[src/logic/spm_defines.vh]
`ifndef SPM_DEFINES_VH
`define SPM_DEFINES_VH

// Register byte offsets; only address bits 11:2 are decoded.
`define SPM_OFF_CTRL      12'h500
`define SPM_OFF_STATUS    12'h504
`define SPM_OFF_XFER_LEN  12'h508
`define SPM_OFF_RX_LAST   12'h50c
`define SPM_OFF_TX_PTR    12'h544
`define SPM_OFF_TX_LIMIT  12'h548
`define SPM_OFF_TX_SENT   12'h54c
`define SPM_OFF_TX_LIST   12'h550
`define SPM_OFF_FORMAT    12'h554
`define SPM_OFF_ORC       12'h5c0

// Field positions.
`define SPM_CNT_W         14
`define SPM_CTRL_START    0
`define SPM_STAT_BUSY     0
`define SPM_FMT_ORDER     0
`define SPM_FMT_CLOCK_PHASE_SELECT      1
`define SPM_FMT_CLOCK_POLARITY_SELECT      2

// Reset values.
`define SPM_RST_PTR       32'h0000_0000
`define SPM_RST_CNT       14'h0000
`define SPM_RST_LIST      1'b0
`define SPM_RST_FMT       3'h0
`define SPM_RST_CHAR      8'h00

// Timing: serial clock period and core clock period in ns.
`define SPM_SCK_PERIOD_NS 64
`define SPM_CORE_PERIOD_NS 5
`define SPM_SCK_HALF_CYC  ((`SPM_SCK_PERIOD_NS / 2) / `SPM_CORE_PERIOD_NS)

`endif

[src/logic/spm_master_regs.v]
// Operation
// Read-only count of bytes sent last transaction.
// List mode: 0 single buffer, 1 array list.
// Order 0 shifts most significant bit first.
// Order 1 shifts least significant bit first.
// Phase 0 samples leading, changes on trailing.
// Phase 1 samples trailing, changes on leading.
// Polarity 0 idles low, 1 idles high.
// Writable over-read character sent past buffer end.
// Writable limit on bytes fetched per transaction.
// Writable pointer gives transmit fetch start address.
// Past limit send filler, do not count.
// Format applies to both paths whole transaction.
`timescale 1ns/1ps
`default_nettype none
`include "spm_defines.vh"

module spm_master_regs #(
  parameter integer HALF_CYC = `SPM_SCK_HALF_CYC
) (
  // Clock, reset and clock enable
  input  wire        i_core_clk,
  input  wire        i_rst_n,
  input  wire        i_ce,
  // AHB-Lite slave
  input  wire        i_hsel,
  input  wire [31:0] i_haddr,
  input  wire [1:0]  i_htrans,
  input  wire        i_hwrite,
  input  wire [2:0]  i_hsize,
  input  wire [31:0] i_hwdata,
  input  wire        i_hready,
  output reg  [31:0] o_hrdata,
  output wire        o_hreadyout,
  output wire        o_hresp,
  // Transmit memory read port, data one cycle after the strobe
  output reg  [31:0] o_mem_addr,
  output reg         o_mem_rd,
  input  wire [7:0]  i_mem_rdata,
  // Serial pins
  output wire        o_sck,
  output wire        o_mosi,
  output reg         o_cs_n,
  input  wire        i_miso
);

  localparam [2:0] ST_IDLE  = 3'h0;
  localparam [2:0] ST_SETUP = 3'h1;
  localparam [2:0] ST_FETCH = 3'h2;
  localparam [2:0] ST_MEMW  = 3'h3;
  localparam [2:0] ST_LOAD  = 3'h4;
  localparam [2:0] ST_SHIFT = 3'h5;
  localparam [2:0] ST_NEXT  = 3'h6;
  localparam [2:0] ST_HOLD  = 3'h7;

  localparam integer CW = `SPM_CNT_W;
  localparam [31:0]  HALF_END = HALF_CYC - 1;

  // Software-visible registers.
  reg [31:0]   tx_ptr_reg;
  reg [CW-1:0] tx_limit_reg;
  reg [CW-1:0] tx_sent_reg;
  reg          tx_list_reg;
  reg [2:0]    fmt_reg;
  reg [7:0]    orc_reg;
  reg [CW-1:0] xfer_len_reg;
  reg [7:0]    rx_last_reg;

  // Copies held for the running transaction.
  reg [31:0]   act_ptr_reg;
  reg [CW-1:0] act_limit_reg;
  reg [CW-1:0] act_len_reg;
  reg [2:0]    act_fmt_reg;
  reg [7:0]    act_orc_reg;
  reg          act_list_reg;

  reg [2:0]    state_reg;
  reg [CW-1:0] idx_reg;
  reg [CW-1:0] sent_reg;
  reg          from_mem_reg;
  reg [31:0]   wait_reg;

  // AHB data-phase state.
  reg          wr_pend_reg;
  reg          wr_word_reg;
  reg [9:0]    wr_idx_reg;

  reg          miso_s1_reg;
  reg          miso_s2_reg;

  wire         sck_lead;
  wire         sck_trail;
  wire         sck_done;
  wire [7:0]   rx_data;

  function is_reg;
    input [9:0]  idx;
    input [11:0] off;
    begin
      is_reg = (idx == off[11:2]);
    end
  endfunction

  function [CW-1:0] inc_cnt;
    input [CW-1:0] c;
    begin
      inc_cnt = c + {{(CW-1){1'b0}}, 1'b1};
    end
  endfunction

  // Byte offsets are counts, so they are zero-extended onto the 32-bit pointer.
  function [31:0] ptr_add;
    input [31:0]   base;
    input [CW-1:0] ofs;
    begin
      ptr_add = base + {{(32-CW){1'b0}}, ofs};
    end
  endfunction

  wire ahb_acc  = i_hsel & i_htrans[1] & i_hready & i_ce;
  // A write lands at the edge that ends its data phase.
  wire wr_now   = wr_pend_reg & wr_word_reg & i_ce;
  wire busy     = (state_reg != ST_IDLE);
  wire wr_ctrl  = wr_now & is_reg(wr_idx_reg, `SPM_OFF_CTRL);
  // A start while a transaction runs is ignored.
  wire start    = wr_ctrl & i_hwdata[`SPM_CTRL_START] & !busy;
  wire load     = (state_reg == ST_LOAD);
  // Between frames the clock rests at the programmed polarity, so a polarity
  // change never makes an edge as select falls; inside a frame the copy rules.
  wire sck_pol  = busy ? act_fmt_reg[`SPM_FMT_CLOCK_POLARITY_SELECT] : fmt_reg[`SPM_FMT_CLOCK_POLARITY_SELECT];
  wire last_idx = (inc_cnt(idx_reg) == act_len_reg);
  wire [7:0] tx_byte = from_mem_reg ? i_mem_rdata : act_orc_reg;

  // A frozen block stretches every bus transfer instead of dropping it.
  assign o_hreadyout = i_ce;
  assign o_hresp     = 1'b0;

  // Narrow fields read back in the low bits; unmapped words read zero.
  function [31:0] read_word;
    input [9:0] idx;
    begin
      if (is_reg(idx, `SPM_OFF_STATUS))
        read_word = {31'h0, busy};
      else if (is_reg(idx, `SPM_OFF_XFER_LEN))
        read_word = {{(32-CW){1'b0}}, xfer_len_reg};
      else if (is_reg(idx, `SPM_OFF_RX_LAST))
        read_word = {24'h0, rx_last_reg};
      else if (is_reg(idx, `SPM_OFF_TX_PTR))
        read_word = tx_ptr_reg;
      else if (is_reg(idx, `SPM_OFF_TX_LIMIT))
        read_word = {{(32-CW){1'b0}}, tx_limit_reg};
      else if (is_reg(idx, `SPM_OFF_TX_SENT))
        read_word = {{(32-CW){1'b0}}, tx_sent_reg};
      else if (is_reg(idx, `SPM_OFF_TX_LIST))
        read_word = {31'h0, tx_list_reg};
      else if (is_reg(idx, `SPM_OFF_FORMAT))
        read_word = {29'h0, fmt_reg};
      else if (is_reg(idx, `SPM_OFF_ORC))
        read_word = {24'h0, orc_reg};
      else
        read_word = 32'h0;
    end
  endfunction

  // Bus address phase: read data is captured here so it stands in the data phase.
  always @(posedge i_core_clk) begin
    if (!i_rst_n) begin
      wr_pend_reg <= 1'b0;
      wr_word_reg <= 1'b0;
      wr_idx_reg  <= 10'h000;
      o_hrdata    <= 32'h0;
    end else if (i_ce) begin
      wr_pend_reg <= ahb_acc & i_hwrite;
      if (ahb_acc) begin
        wr_word_reg <= (i_hsize == 3'h2);
        wr_idx_reg  <= i_haddr[11:2];
        if (!i_hwrite)
          o_hrdata <= read_word(i_haddr[11:2]);
      end
    end
  end

  // Serial input crosses into the core clock through two flip-flops.
  always @(posedge i_core_clk) begin
    if (!i_rst_n) begin
      miso_s1_reg <= 1'b0;
      miso_s2_reg <= 1'b0;
    end else if (i_ce) begin
      miso_s1_reg <= i_miso;
      miso_s2_reg <= miso_s1_reg;
    end
  end

  // Software writes and the transaction sequencer.
  always @(posedge i_core_clk) begin
    if (!i_rst_n) begin
      tx_ptr_reg    <= `SPM_RST_PTR;
      tx_limit_reg  <= `SPM_RST_CNT;
      tx_sent_reg   <= `SPM_RST_CNT;
      tx_list_reg   <= `SPM_RST_LIST;
      fmt_reg       <= `SPM_RST_FMT;
      orc_reg       <= `SPM_RST_CHAR;
      xfer_len_reg  <= `SPM_RST_CNT;
      rx_last_reg   <= `SPM_RST_CHAR;
      act_ptr_reg   <= `SPM_RST_PTR;
      act_limit_reg <= `SPM_RST_CNT;
      act_len_reg   <= `SPM_RST_CNT;
      act_fmt_reg   <= `SPM_RST_FMT;
      act_orc_reg   <= `SPM_RST_CHAR;
      act_list_reg  <= `SPM_RST_LIST;
      state_reg     <= ST_IDLE;
      idx_reg       <= `SPM_RST_CNT;
      sent_reg      <= `SPM_RST_CNT;
      from_mem_reg  <= 1'b0;
      wait_reg      <= 32'h0;
      o_mem_addr    <= 32'h0;
      o_mem_rd      <= 1'b0;
      o_cs_n        <= 1'b1;
    end else if (i_ce) begin
      o_mem_rd <= 1'b0;
      case (state_reg)
        ST_IDLE: begin
          if (start) begin
            // Settings are frozen for the whole transaction.
            act_ptr_reg   <= tx_ptr_reg;
            act_limit_reg <= tx_limit_reg;
            act_len_reg   <= xfer_len_reg;
            act_fmt_reg   <= fmt_reg;
            act_orc_reg   <= orc_reg;
            act_list_reg  <= tx_list_reg;
            idx_reg       <= `SPM_RST_CNT;
            sent_reg      <= `SPM_RST_CNT;
            wait_reg      <= 32'h0;
            o_cs_n        <= 1'b0;
            state_reg     <= ST_SETUP;
          end
        end
        ST_SETUP: begin
          // Select leads the first clock edge by a full serial period plus three core cycles.
          if (wait_reg == HALF_END) begin
            wait_reg  <= 32'h0;
            state_reg <= (act_len_reg == `SPM_RST_CNT) ? ST_HOLD : ST_FETCH;
          end else begin
            wait_reg <= wait_reg + 32'h1;
          end
        end
        ST_FETCH: begin
          if (idx_reg < act_limit_reg) begin
            o_mem_addr   <= ptr_add(act_ptr_reg, idx_reg);
            o_mem_rd     <= 1'b1;
            from_mem_reg <= 1'b1;
          end else begin
            from_mem_reg <= 1'b0;
          end
          state_reg <= ST_MEMW;
        end
        ST_MEMW: begin
          // The memory answers one cycle after the strobe.
          state_reg <= ST_LOAD;
        end
        ST_LOAD: begin
          if (from_mem_reg)
            sent_reg <= inc_cnt(sent_reg);
          state_reg <= ST_SHIFT;
        end
        ST_SHIFT: begin
          if (sck_done)
            state_reg <= ST_NEXT;
        end
        ST_NEXT: begin
          rx_last_reg <= rx_data;
          idx_reg     <= inc_cnt(idx_reg);
          wait_reg    <= 32'h0;
          state_reg   <= last_idx ? ST_HOLD : ST_FETCH;
        end
        ST_HOLD: begin
          // Select stays low half a period plus two core cycles past the last edge before it rises.
          if (wait_reg == HALF_END) begin
            wait_reg    <= 32'h0;
            o_cs_n      <= 1'b1;
            tx_sent_reg <= sent_reg;
            if (act_list_reg)
              tx_ptr_reg <= ptr_add(act_ptr_reg, act_limit_reg);
            state_reg <= ST_IDLE;
          end else begin
            wait_reg <= wait_reg + 32'h1;
          end
        end
        default: begin
          state_reg <= ST_IDLE;
          o_cs_n    <= 1'b1;
        end
      endcase

      // A software write to the pointer wins over the array-list advance.
      if (wr_now) begin
        if (is_reg(wr_idx_reg, `SPM_OFF_TX_PTR))
          tx_ptr_reg <= i_hwdata;
        if (is_reg(wr_idx_reg, `SPM_OFF_TX_LIMIT))
          tx_limit_reg <= i_hwdata[CW-1:0];
        if (is_reg(wr_idx_reg, `SPM_OFF_TX_LIST))
          tx_list_reg <= i_hwdata[0];
        if (is_reg(wr_idx_reg, `SPM_OFF_FORMAT))
          fmt_reg <= i_hwdata[2:0];
        if (is_reg(wr_idx_reg, `SPM_OFF_ORC))
          orc_reg <= i_hwdata[7:0];
        if (is_reg(wr_idx_reg, `SPM_OFF_XFER_LEN))
          xfer_len_reg <= i_hwdata[CW-1:0];
      end
    end
  end

  spm_sck_gen #(
    .HALF_CYC (HALF_CYC)
  ) u_sck_gen (
    .i_core_clk (i_core_clk),
    .i_rst_n    (i_rst_n),
    .i_ce       (i_ce),
    .i_start    (load),
    .i_clock_polarity_select     (sck_pol),
    .o_sck      (o_sck),
    .o_lead     (sck_lead),
    .o_trail    (sck_trail),
    .o_done     (sck_done)
  );

  spm_shifter u_shifter (
    .i_core_clk  (i_core_clk),
    .i_rst_n     (i_rst_n),
    .i_ce        (i_ce),
    .i_load      (load),
    .i_data      (tx_byte),
    .i_lsb_first (act_fmt_reg[`SPM_FMT_ORDER]),
    .i_clock_phase_select      (act_fmt_reg[`SPM_FMT_CLOCK_PHASE_SELECT]),
    .i_lead      (sck_lead),
    .i_trail     (sck_trail),
    .i_miso_s    (miso_s2_reg),
    .o_mosi      (o_mosi),
    .o_rx_data   (rx_data)
  );

endmodule

`default_nettype wire

[src/logic/spm_sck_gen.v]
`timescale 1ns/1ps
`default_nettype none

// Produces one byte worth of serial clock: eight leading and eight trailing edges.
module spm_sck_gen #(
  parameter integer HALF_CYC = 6
) (
  // Clock and control
  input  wire       i_core_clk,
  input  wire       i_rst_n,
  input  wire       i_ce,
  // Byte request and clock shape
  input  wire       i_start,
  input  wire       i_clock_polarity_select,
  // Serial clock and edge strobes
  output wire       o_sck,
  output reg        o_lead,
  output reg        o_trail,
  output reg        o_done
);

  reg [31:0] cnt_reg;
  reg [4:0]  edges_reg;
  reg        act_reg;
  reg        busy_reg;

  assign o_sck = act_reg ^ i_clock_polarity_select;

  always @(posedge i_core_clk) begin
    if (!i_rst_n) begin
      cnt_reg   <= 32'h0;
      edges_reg <= 5'h00;
      act_reg   <= 1'b0;
      busy_reg  <= 1'b0;
      o_lead    <= 1'b0;
      o_trail   <= 1'b0;
      o_done    <= 1'b0;
    end else if (i_ce) begin
      o_lead  <= 1'b0;
      o_trail <= 1'b0;
      o_done  <= 1'b0;
      if (i_start && !busy_reg) begin
        busy_reg  <= 1'b1;
        cnt_reg   <= 32'h0;
        edges_reg <= 5'h00;
      end else if (busy_reg) begin
        if (cnt_reg == HALF_CYC - 1) begin
          cnt_reg   <= 32'h0;
          act_reg   <= ~act_reg;
          o_lead    <= ~act_reg;
          o_trail   <= act_reg;
          edges_reg <= edges_reg + 5'h01;
          if (edges_reg == 5'h0f) begin
            busy_reg <= 1'b0;
            o_done   <= 1'b1;
          end
        end else begin
          cnt_reg <= cnt_reg + 32'h1;
        end
      end
    end
  end

endmodule

`default_nettype wire

[src/logic/spm_shifter.v]
`timescale 1ns/1ps
`default_nettype none

module spm_shifter (
  // Clock and control
  input  wire       i_core_clk,
  input  wire       i_rst_n,
  input  wire       i_ce,
  // Byte load and frame format
  input  wire       i_load,
  input  wire [7:0] i_data,
  input  wire       i_lsb_first,
  input  wire       i_clock_phase_select,
  // Edge strobes and synchronised serial input
  input  wire       i_lead,
  input  wire       i_trail,
  input  wire       i_miso_s,
  // Serial output and received byte
  output reg        o_mosi,
  output reg  [7:0] o_rx_data
);

  reg [7:0] tx_sh_reg;

  function head_bit;
    input [7:0] d;
    input       lsb;
    begin
      head_bit = lsb ? d[0] : d[7];
    end
  endfunction

  function [7:0] drop_head;
    input [7:0] d;
    input       lsb;
    begin
      drop_head = lsb ? {1'b0, d[7:1]} : {d[6:0], 1'b0};
    end
  endfunction

  wire change_edge = i_clock_phase_select ? i_lead : i_trail;
  wire sample_edge = i_clock_phase_select ? i_trail : i_lead;

  always @(posedge i_core_clk) begin
    if (!i_rst_n) begin
      tx_sh_reg <= 8'h00;
      o_mosi    <= 1'b0;
      o_rx_data <= 8'h00;
    end else if (i_ce) begin
      if (i_load) begin
        // With phase 0 the first bit must stand before the first leading edge.
        tx_sh_reg <= i_clock_phase_select ? i_data : drop_head(i_data, i_lsb_first);
        if (!i_clock_phase_select)
          o_mosi <= head_bit(i_data, i_lsb_first);
      end else if (change_edge) begin
        o_mosi    <= head_bit(tx_sh_reg, i_lsb_first);
        tx_sh_reg <= drop_head(tx_sh_reg, i_lsb_first);
      end
      if (sample_edge) begin
        o_rx_data <= i_lsb_first ? {i_miso_s, o_rx_data[7:1]} : {o_rx_data[6:0], i_miso_s};
      end
    end
  end

endmodule

`default_nettype wire

[config.mk]
export PLATFORM = sky130hd
export DESIGN_NAME = spm_master_regs
export DESIGN_NICKNAME = d
export VERILOG_FILES = /design/src/logic/spm_master_regs.v /design/src/logic/spm_sck_gen.v /design/src/logic/spm_shifter.v
export VERILOG_INCLUDE_DIRS = /design/src /design/src/logic
export SDC_FILE = /design/constraint.sdc
export NUM_CORES = 1
export LEC_CHECK = 0
export BUFFER_PORTS_ARGS = -buffer_cell sky130_fd_sc_hd__clkbuf_2
export CORE_UTILIZATION = 42
export CTS_CLUSTER_SIZE = 40
export DETAILED_ROUTE_END_ITERATION = 8
export GPL_TIMING_DRIVEN = 1
export HOLD_SLACK_MARGIN = 0.02
export PLACE_DENSITY_LB_ADDON = 0.1
export SKIP_CTS_REPAIR_TIMING = 1
export SYNTH_ARGS = -nofsm -noshare
export SYNTH_HDL_FRONTEND = slang
export SYNTH_HIERARCHICAL = 1
export SYNTH_SLANG_ARGS = --single-unit
[constraint.sdc]
create_clock -name i_core_clk -period 6 [get_ports i_core_clk]
set_input_delay 1.2 -clock i_core_clk [delete_from_list [all_inputs] [get_ports i_core_clk]]
set_output_delay 1.2 -clock i_core_clk [all_outputs]
set_load 0.02 [all_outputs]
* Word level (Yosys, flattened, before mapping)
Cells that the tools add are included.
** Word-level totals
- Bits in registers :: 369
- Latch bits :: 0
- RAM bits :: 0
- Bits in read-only memories :: 0
- Bits of input ports :: 84
- Output and inout bits :: 70
- Word-level logic and storage cells :: 198
- Memories kept :: 0
** Operators by class
- Add/subtract/negate cells :: 7
- Multipliers :: 0
- Div/mod/pow operators :: 0
- Magnitude comparators :: 1
- Equal/unequal tests :: 34
- Shifts and indexed selects :: 0
- Multiplexer cells :: 68
- Bitwise gates (word level) :: 13
- Reduce and logical (&&, ||, !) cells :: 37
** Operators by type and width (number)
- $mux 32 :: 14
- $eq 10x9->1 const B :: 16
- $pmux 32 s3 :: 1
- $mux 8 :: 10
- $add 32x1->32 const B :: 2
- $add 32x14->32 :: 2
- $eq 32x3->1 const B :: 2
- $mux 14 :: 4
- $pmux 14 s2 :: 2
- $reduce_and 3->1 :: 13
- $add 14x1->14 const B :: 2
- $mux 1 :: 26
- $pmux 3 s8 :: 1
- $mux 3 :: 6
- $mux 5 :: 3
- $eq 14x14->1 :: 1
- $logic_not 14->1 :: 1
- $lt 14x14->1 :: 1
- $eq 3x3->1 const B :: 4
- $reduce_and 2->1 :: 6
- $reduce_and 4->1 :: 3
- $reduce_bool 2->1 :: 6
- $ne 2x2->1 const B :: 5
- $and 1x1->1 :: 9
- other kinds (14) :: 20

* Depth between registers and ports, before layout
- Word-level depth :: 10
- Gate-level depth with buffers :: 11

* By module
The synthesis kept the hierarchy.
** By module, submodules not included
- spm_master_regs :: times used 1, cells an instance 1917, area each 15451.1 um^2, sequential area each 6206.0 um^2
- spm_sck_gen :: times used 1, cells an instance 266, area each 2197.1 um^2, sequential area each 840.8 um^2
- spm_shifter :: times used 1, cells an instance 120, area each 1103.6 um^2, sequential area each 340.3 um^2

* Least setup slack after synthesis
Ideal clock, no wire load.
- Path type :: input-to-reg
- From :: input port i_haddr[9]
- To :: register o_hrdata[14]
- Library setup time :: 131 ps
- Arrival :: 2926 ps
- Data required time :: 5869 ps
- Path slack :: 2943 ps
- Stages :: 9
- Path buffers :: 2
- Path through :: and4bb_1 -> or4b_4 -> o21ai_4 -> inv_2 -> and3_1 -> buf_6 -> buf_12 -> a22oi_2 -> nor2_2
** Between the ends
- Word-level cells in the longest chain between the ends :: 5
- Elaborated cells on any way between the ends :: 8
- Classes of those cells :: 4 x eq/ne; 4 x mux
** Ends and longest elaborated chain
- start: declaration :: RTL line spm_master_regs.v:27 : input wire [31:0] i_haddr,
- $eq 10x9->1 :: RTL line spm_master_regs.v:100 : is_reg = (idx == off[11:2]);
- $mux 32 :: RTL line spm_master_regs.v:148 : else if (is_reg(idx, `SPM_OFF_TX_PTR))
- $mux 32 :: RTL line spm_master_regs.v:146 : else if (is_reg(idx, `SPM_OFF_RX_LAST))
- $mux 32 :: RTL line spm_master_regs.v:144 : else if (is_reg(idx, `SPM_OFF_XFER_LEN))
- $mux 32 * :: RTL line spm_master_regs.v:142 : if (is_reg(idx, `SPM_OFF_STATUS))
- end signal: assignment :: RTL line spm_master_regs.v:178 : o_hrdata <= read_word(i_haddr[11:2]);
- end: declaration :: RTL line spm_master_regs.v:33 : output reg [31:0] o_hrdata,
Mark *: on every way between the ends. The rest lies on a longest branch, timed or not.
A chain may end at the register's enable or synchronous reset.

* Worst setup path after layout
- From :: input port i_ce
- To :: register o_hrdata[25]
** Between the ends
- Word-level cells in the longest chain between the ends :: 2
** Ends and longest elaborated chain
- start: declaration :: RTL line spm_master_regs.v:24 : input wire i_ce,
- $and 1x1->1 :: RTL line spm_master_regs.v:120 : wire ahb_acc = i_hsel & i_htrans[1] & i_hready & i_ce;
- $reduce_and 3->1 (no line) *
Marks and branches as above.

==> flow_summary.json <==
{
  "setup_viol": 0,
  "yosysWarnings": 6,
  "gr-usage-all-layers": 0.2476,
  "num-nets-final": 2499,
  "timing.setup.tns_ns": 0,
  "grt_max_degree": 134,
  "die_h_um": 213.3,
  "drive_gt1_frac": 0.1229,
  "maxSlewViolCount": 0,
  "period_minus_slack_ns": 3.869,
  "drt-total-wl_um": 56030,
  "ir_worst_vdd_mv": 0.1797,
  "port_buffers": 129,
  "core_um2": 44120,
  "rsz0062_at_grt": "false",
  "seq_area_frac_synth": 0.3939,
  "outcome": "finished clean",
  "clkLatencyLatePin_ns": 0.57,
  "initial_utilization": 0.4250,
  "cp_max_fo": 22,
  "synth.area.top_cells": "dfxtp_1 (39%), nand2_1 (7.5%), a21oi_1 (6.4%)",
  "grtUsageMet1": 0.3685,
  "synth_area_um2": 18750,
  "drc": 0,
  "critPathSlowestCell": "and3_1",
  "rows": 77,
  "antenna_found_initial": 1,
  "yosysMostFrequentCell": "nand2_1",
  "fin_area_um2": 21100,
  "max_stage_delay_ns": 0.76,
  "die_x_um": 213.3,
  "netlist_instances": 2303,
  "placed_cell_area_um2": 19720,
  "io_pins": 154,
  "cts_sinks": 369,
  "end_kind": "flop",
  "yosys.area.top_type": "dfxtp_1",
  "min_period_over_period": 0.6448,
  "drt_pass1_iterations": 5,
  "worstSetupPathType": "in -> reg",
  "synth_commonest_cells": "nand2_1 (376), dfxtp_1 (369), a21oi_1 (241)",
  "synth_top_area_frac": 0.3939,
  "path_common_cell": "nor2_1",
  "vias": 16750,
  "die_area_um2": 45500,
  "cts_root_buffer": "clkbuf_16",
  "ys_ff_latch": 369,
  "cts-htree-levels": 2,
  "overflow": 0,
  "cellPowerDensity_nw_per_um2": 242.5,
  "critPathLaunchType": "input port",
  "final_util": 0.4781,
  "synth_edf_count": 0,
  "numCtsBuffers": 43,
  "worstMarginPinSlew_ns": 1.315,
  "wl_per_cell_um": 18.76,
  "fin_ws_ns": 2.131,
  "met3_usage": 0.03633,
  "ff2ff_path_depth": 9,
  "arrival_ns": 4.36,
  "ant_nets": 0,
  "grt_pass1_wl_um": 88710,
  "drt_iter0_drc": 1325,
  "endpoint": "o_hrdata[25]",
  "fmax_mhz": 258.5,
  "post-place-ws_ns": 1.505,
  "gr-usage-met2": 0.3693,
  "finClkSkew_ns": 0.02040,
  "startpoint": "i_ce",
  "avgSynthCellArea_um2": 8.142,
  "hpwl_um": 40880,
  "gp_congestion": 0.9068,
  "required_ns": 6.50,
  "synth_nets": 2438,
  "clk_pin_slew_ns": 0.06,
  "synth_ff_type": "dfxtp_1",
  "r2r-end": "tx_ptr_reg[18]",
  "leakagePower_nw": 7.690,
  "async_reset_ff_frac": 0,
  "hold_class": "reg -> reg",
  "r2r_start": "act_ptr_reg[0]",
  "max-slew-margin-rel": 0.1218,
  "via_per_inst": 5.611,
  "netlist-cell-type-count": 95,
  "cts_tree": "built",
  "max-cap-violations": 0,
  "hold_depth": 2,
  "fill_cells": 4466,
  "grt.busiest_layer": "met2",
  "cts.path.max_buffers": 3,
  "path_cells": "clkbuf_2, nand4_1, nor2_1, o21ai_4, inv_2, and3_1, a22oi_1, nor2_1",
  "area_growth_syn_to_layout_pct": 12.50,
  "grt_pass1_vias": 15450,
  "hold_viol": 0,
  "reg2reg_slack_ns": 2.77
}
[power by group]
group	internal [W]	switching, W	total [W]
Combinational	0.0000267	0.0000839	0.000111
Clock	0.00150	0.00105	0.00255
Sequential	0.00245	0.00000393	0.00246
[metal layers]
layer | vias to the layer above | part of all wire
li1 | 8298 | -
met1 | 7941 | 0.49
met2 | 456 | 0.43
met3 | 58 | 0.059
met4 | 0 | 0.018
met5 | - | 0
[stage by stage]
stage	hold WS, ns	power (W)	std cells
finish	0.4540	0.005116	2986
global placement	0.4414	0.002621	2911
global route	0.4683	0.005295	2986
floorplan	0.4280	0.002568	2303
CTS	0.4568	0.005172	2985
detailed placement	0.4484	0.002622	2911
[layout by cell type, fill, tap and decap left out, types with 11 or more instances in the layout]
master / count
o21ai_0: 87
o22ai_1: 11
nand2b_1: 12
inv_1: 49
clkbuf_16: 44
or3_1: 14
nand2_1: 376
clkbuf_8: 13
buf_4: 20
a21o_1: 14
o221ai_1: 17
nor2_1: 229
xnor2_1: 52
xor2_1: 76
a31oi_1: 22
and3_1: 25
a211oi_1: 12
and2_1: 16
nor3_1: 37
nor2b_1: 14
nand3_1: 64
clkbuf_2: 128
nor4_1: 28
a22oi_1: 20
ha_1: 49
mux2i_1: 59
a21oi_1: 240
nor2_2: 11
dfxtp_1: 369
nand4_1: 48
mux2_2: 16
o211ai_1: 13
and4_1: 12
[layout make-up]
type,count,area [um^2],area share
Timing Repair Buffer,149,795.8,0.03772
Tap cell,592,740.7,0.03511
Inverter,52,202.7,0.009609
Multi-Input combinational cell,1749,10590,0.5020
Sequential cell,369,7387,0.3502
Antenna cell,1,2.502,0.0001186
Clock buffer,62,1299,0.06157
Clock inverter,12,77.57,0.003677
[worst min path at each step]
| stage | startpoint | endpoint |
|---|---|---|
| finish | wr_idx_reg[3] | wr_idx_reg[3] |
| global route | act_orc_reg[2] | act_orc_reg[2] |
| floorplan | wr_word_reg | wr_word_reg |
| global placement | wr_word_reg | wr_word_reg |
| CTS | o_mem_addr[14] | o_mem_addr[14] |
| detailed placement | wr_word_reg | wr_word_reg |
[critical path: cells and delay by family]
kind	cells	cell delay, ns
buf+inv	2	0.57
simple gates	4	2.20
compound gates	2	0.37
[cell families after synthesis]
logic type,Yosys count,share of synthesized area
mux,82,0.04711
fa+ha+maj,51,0.03483
other cells,1,0.0002000
flops,369,0.3939
compound gates,547,0.1833
simple gates,940,0.2380
buf+inv,185,0.04284
xor+xnor,128,0.05979
(Power assumes the default switching activity.)
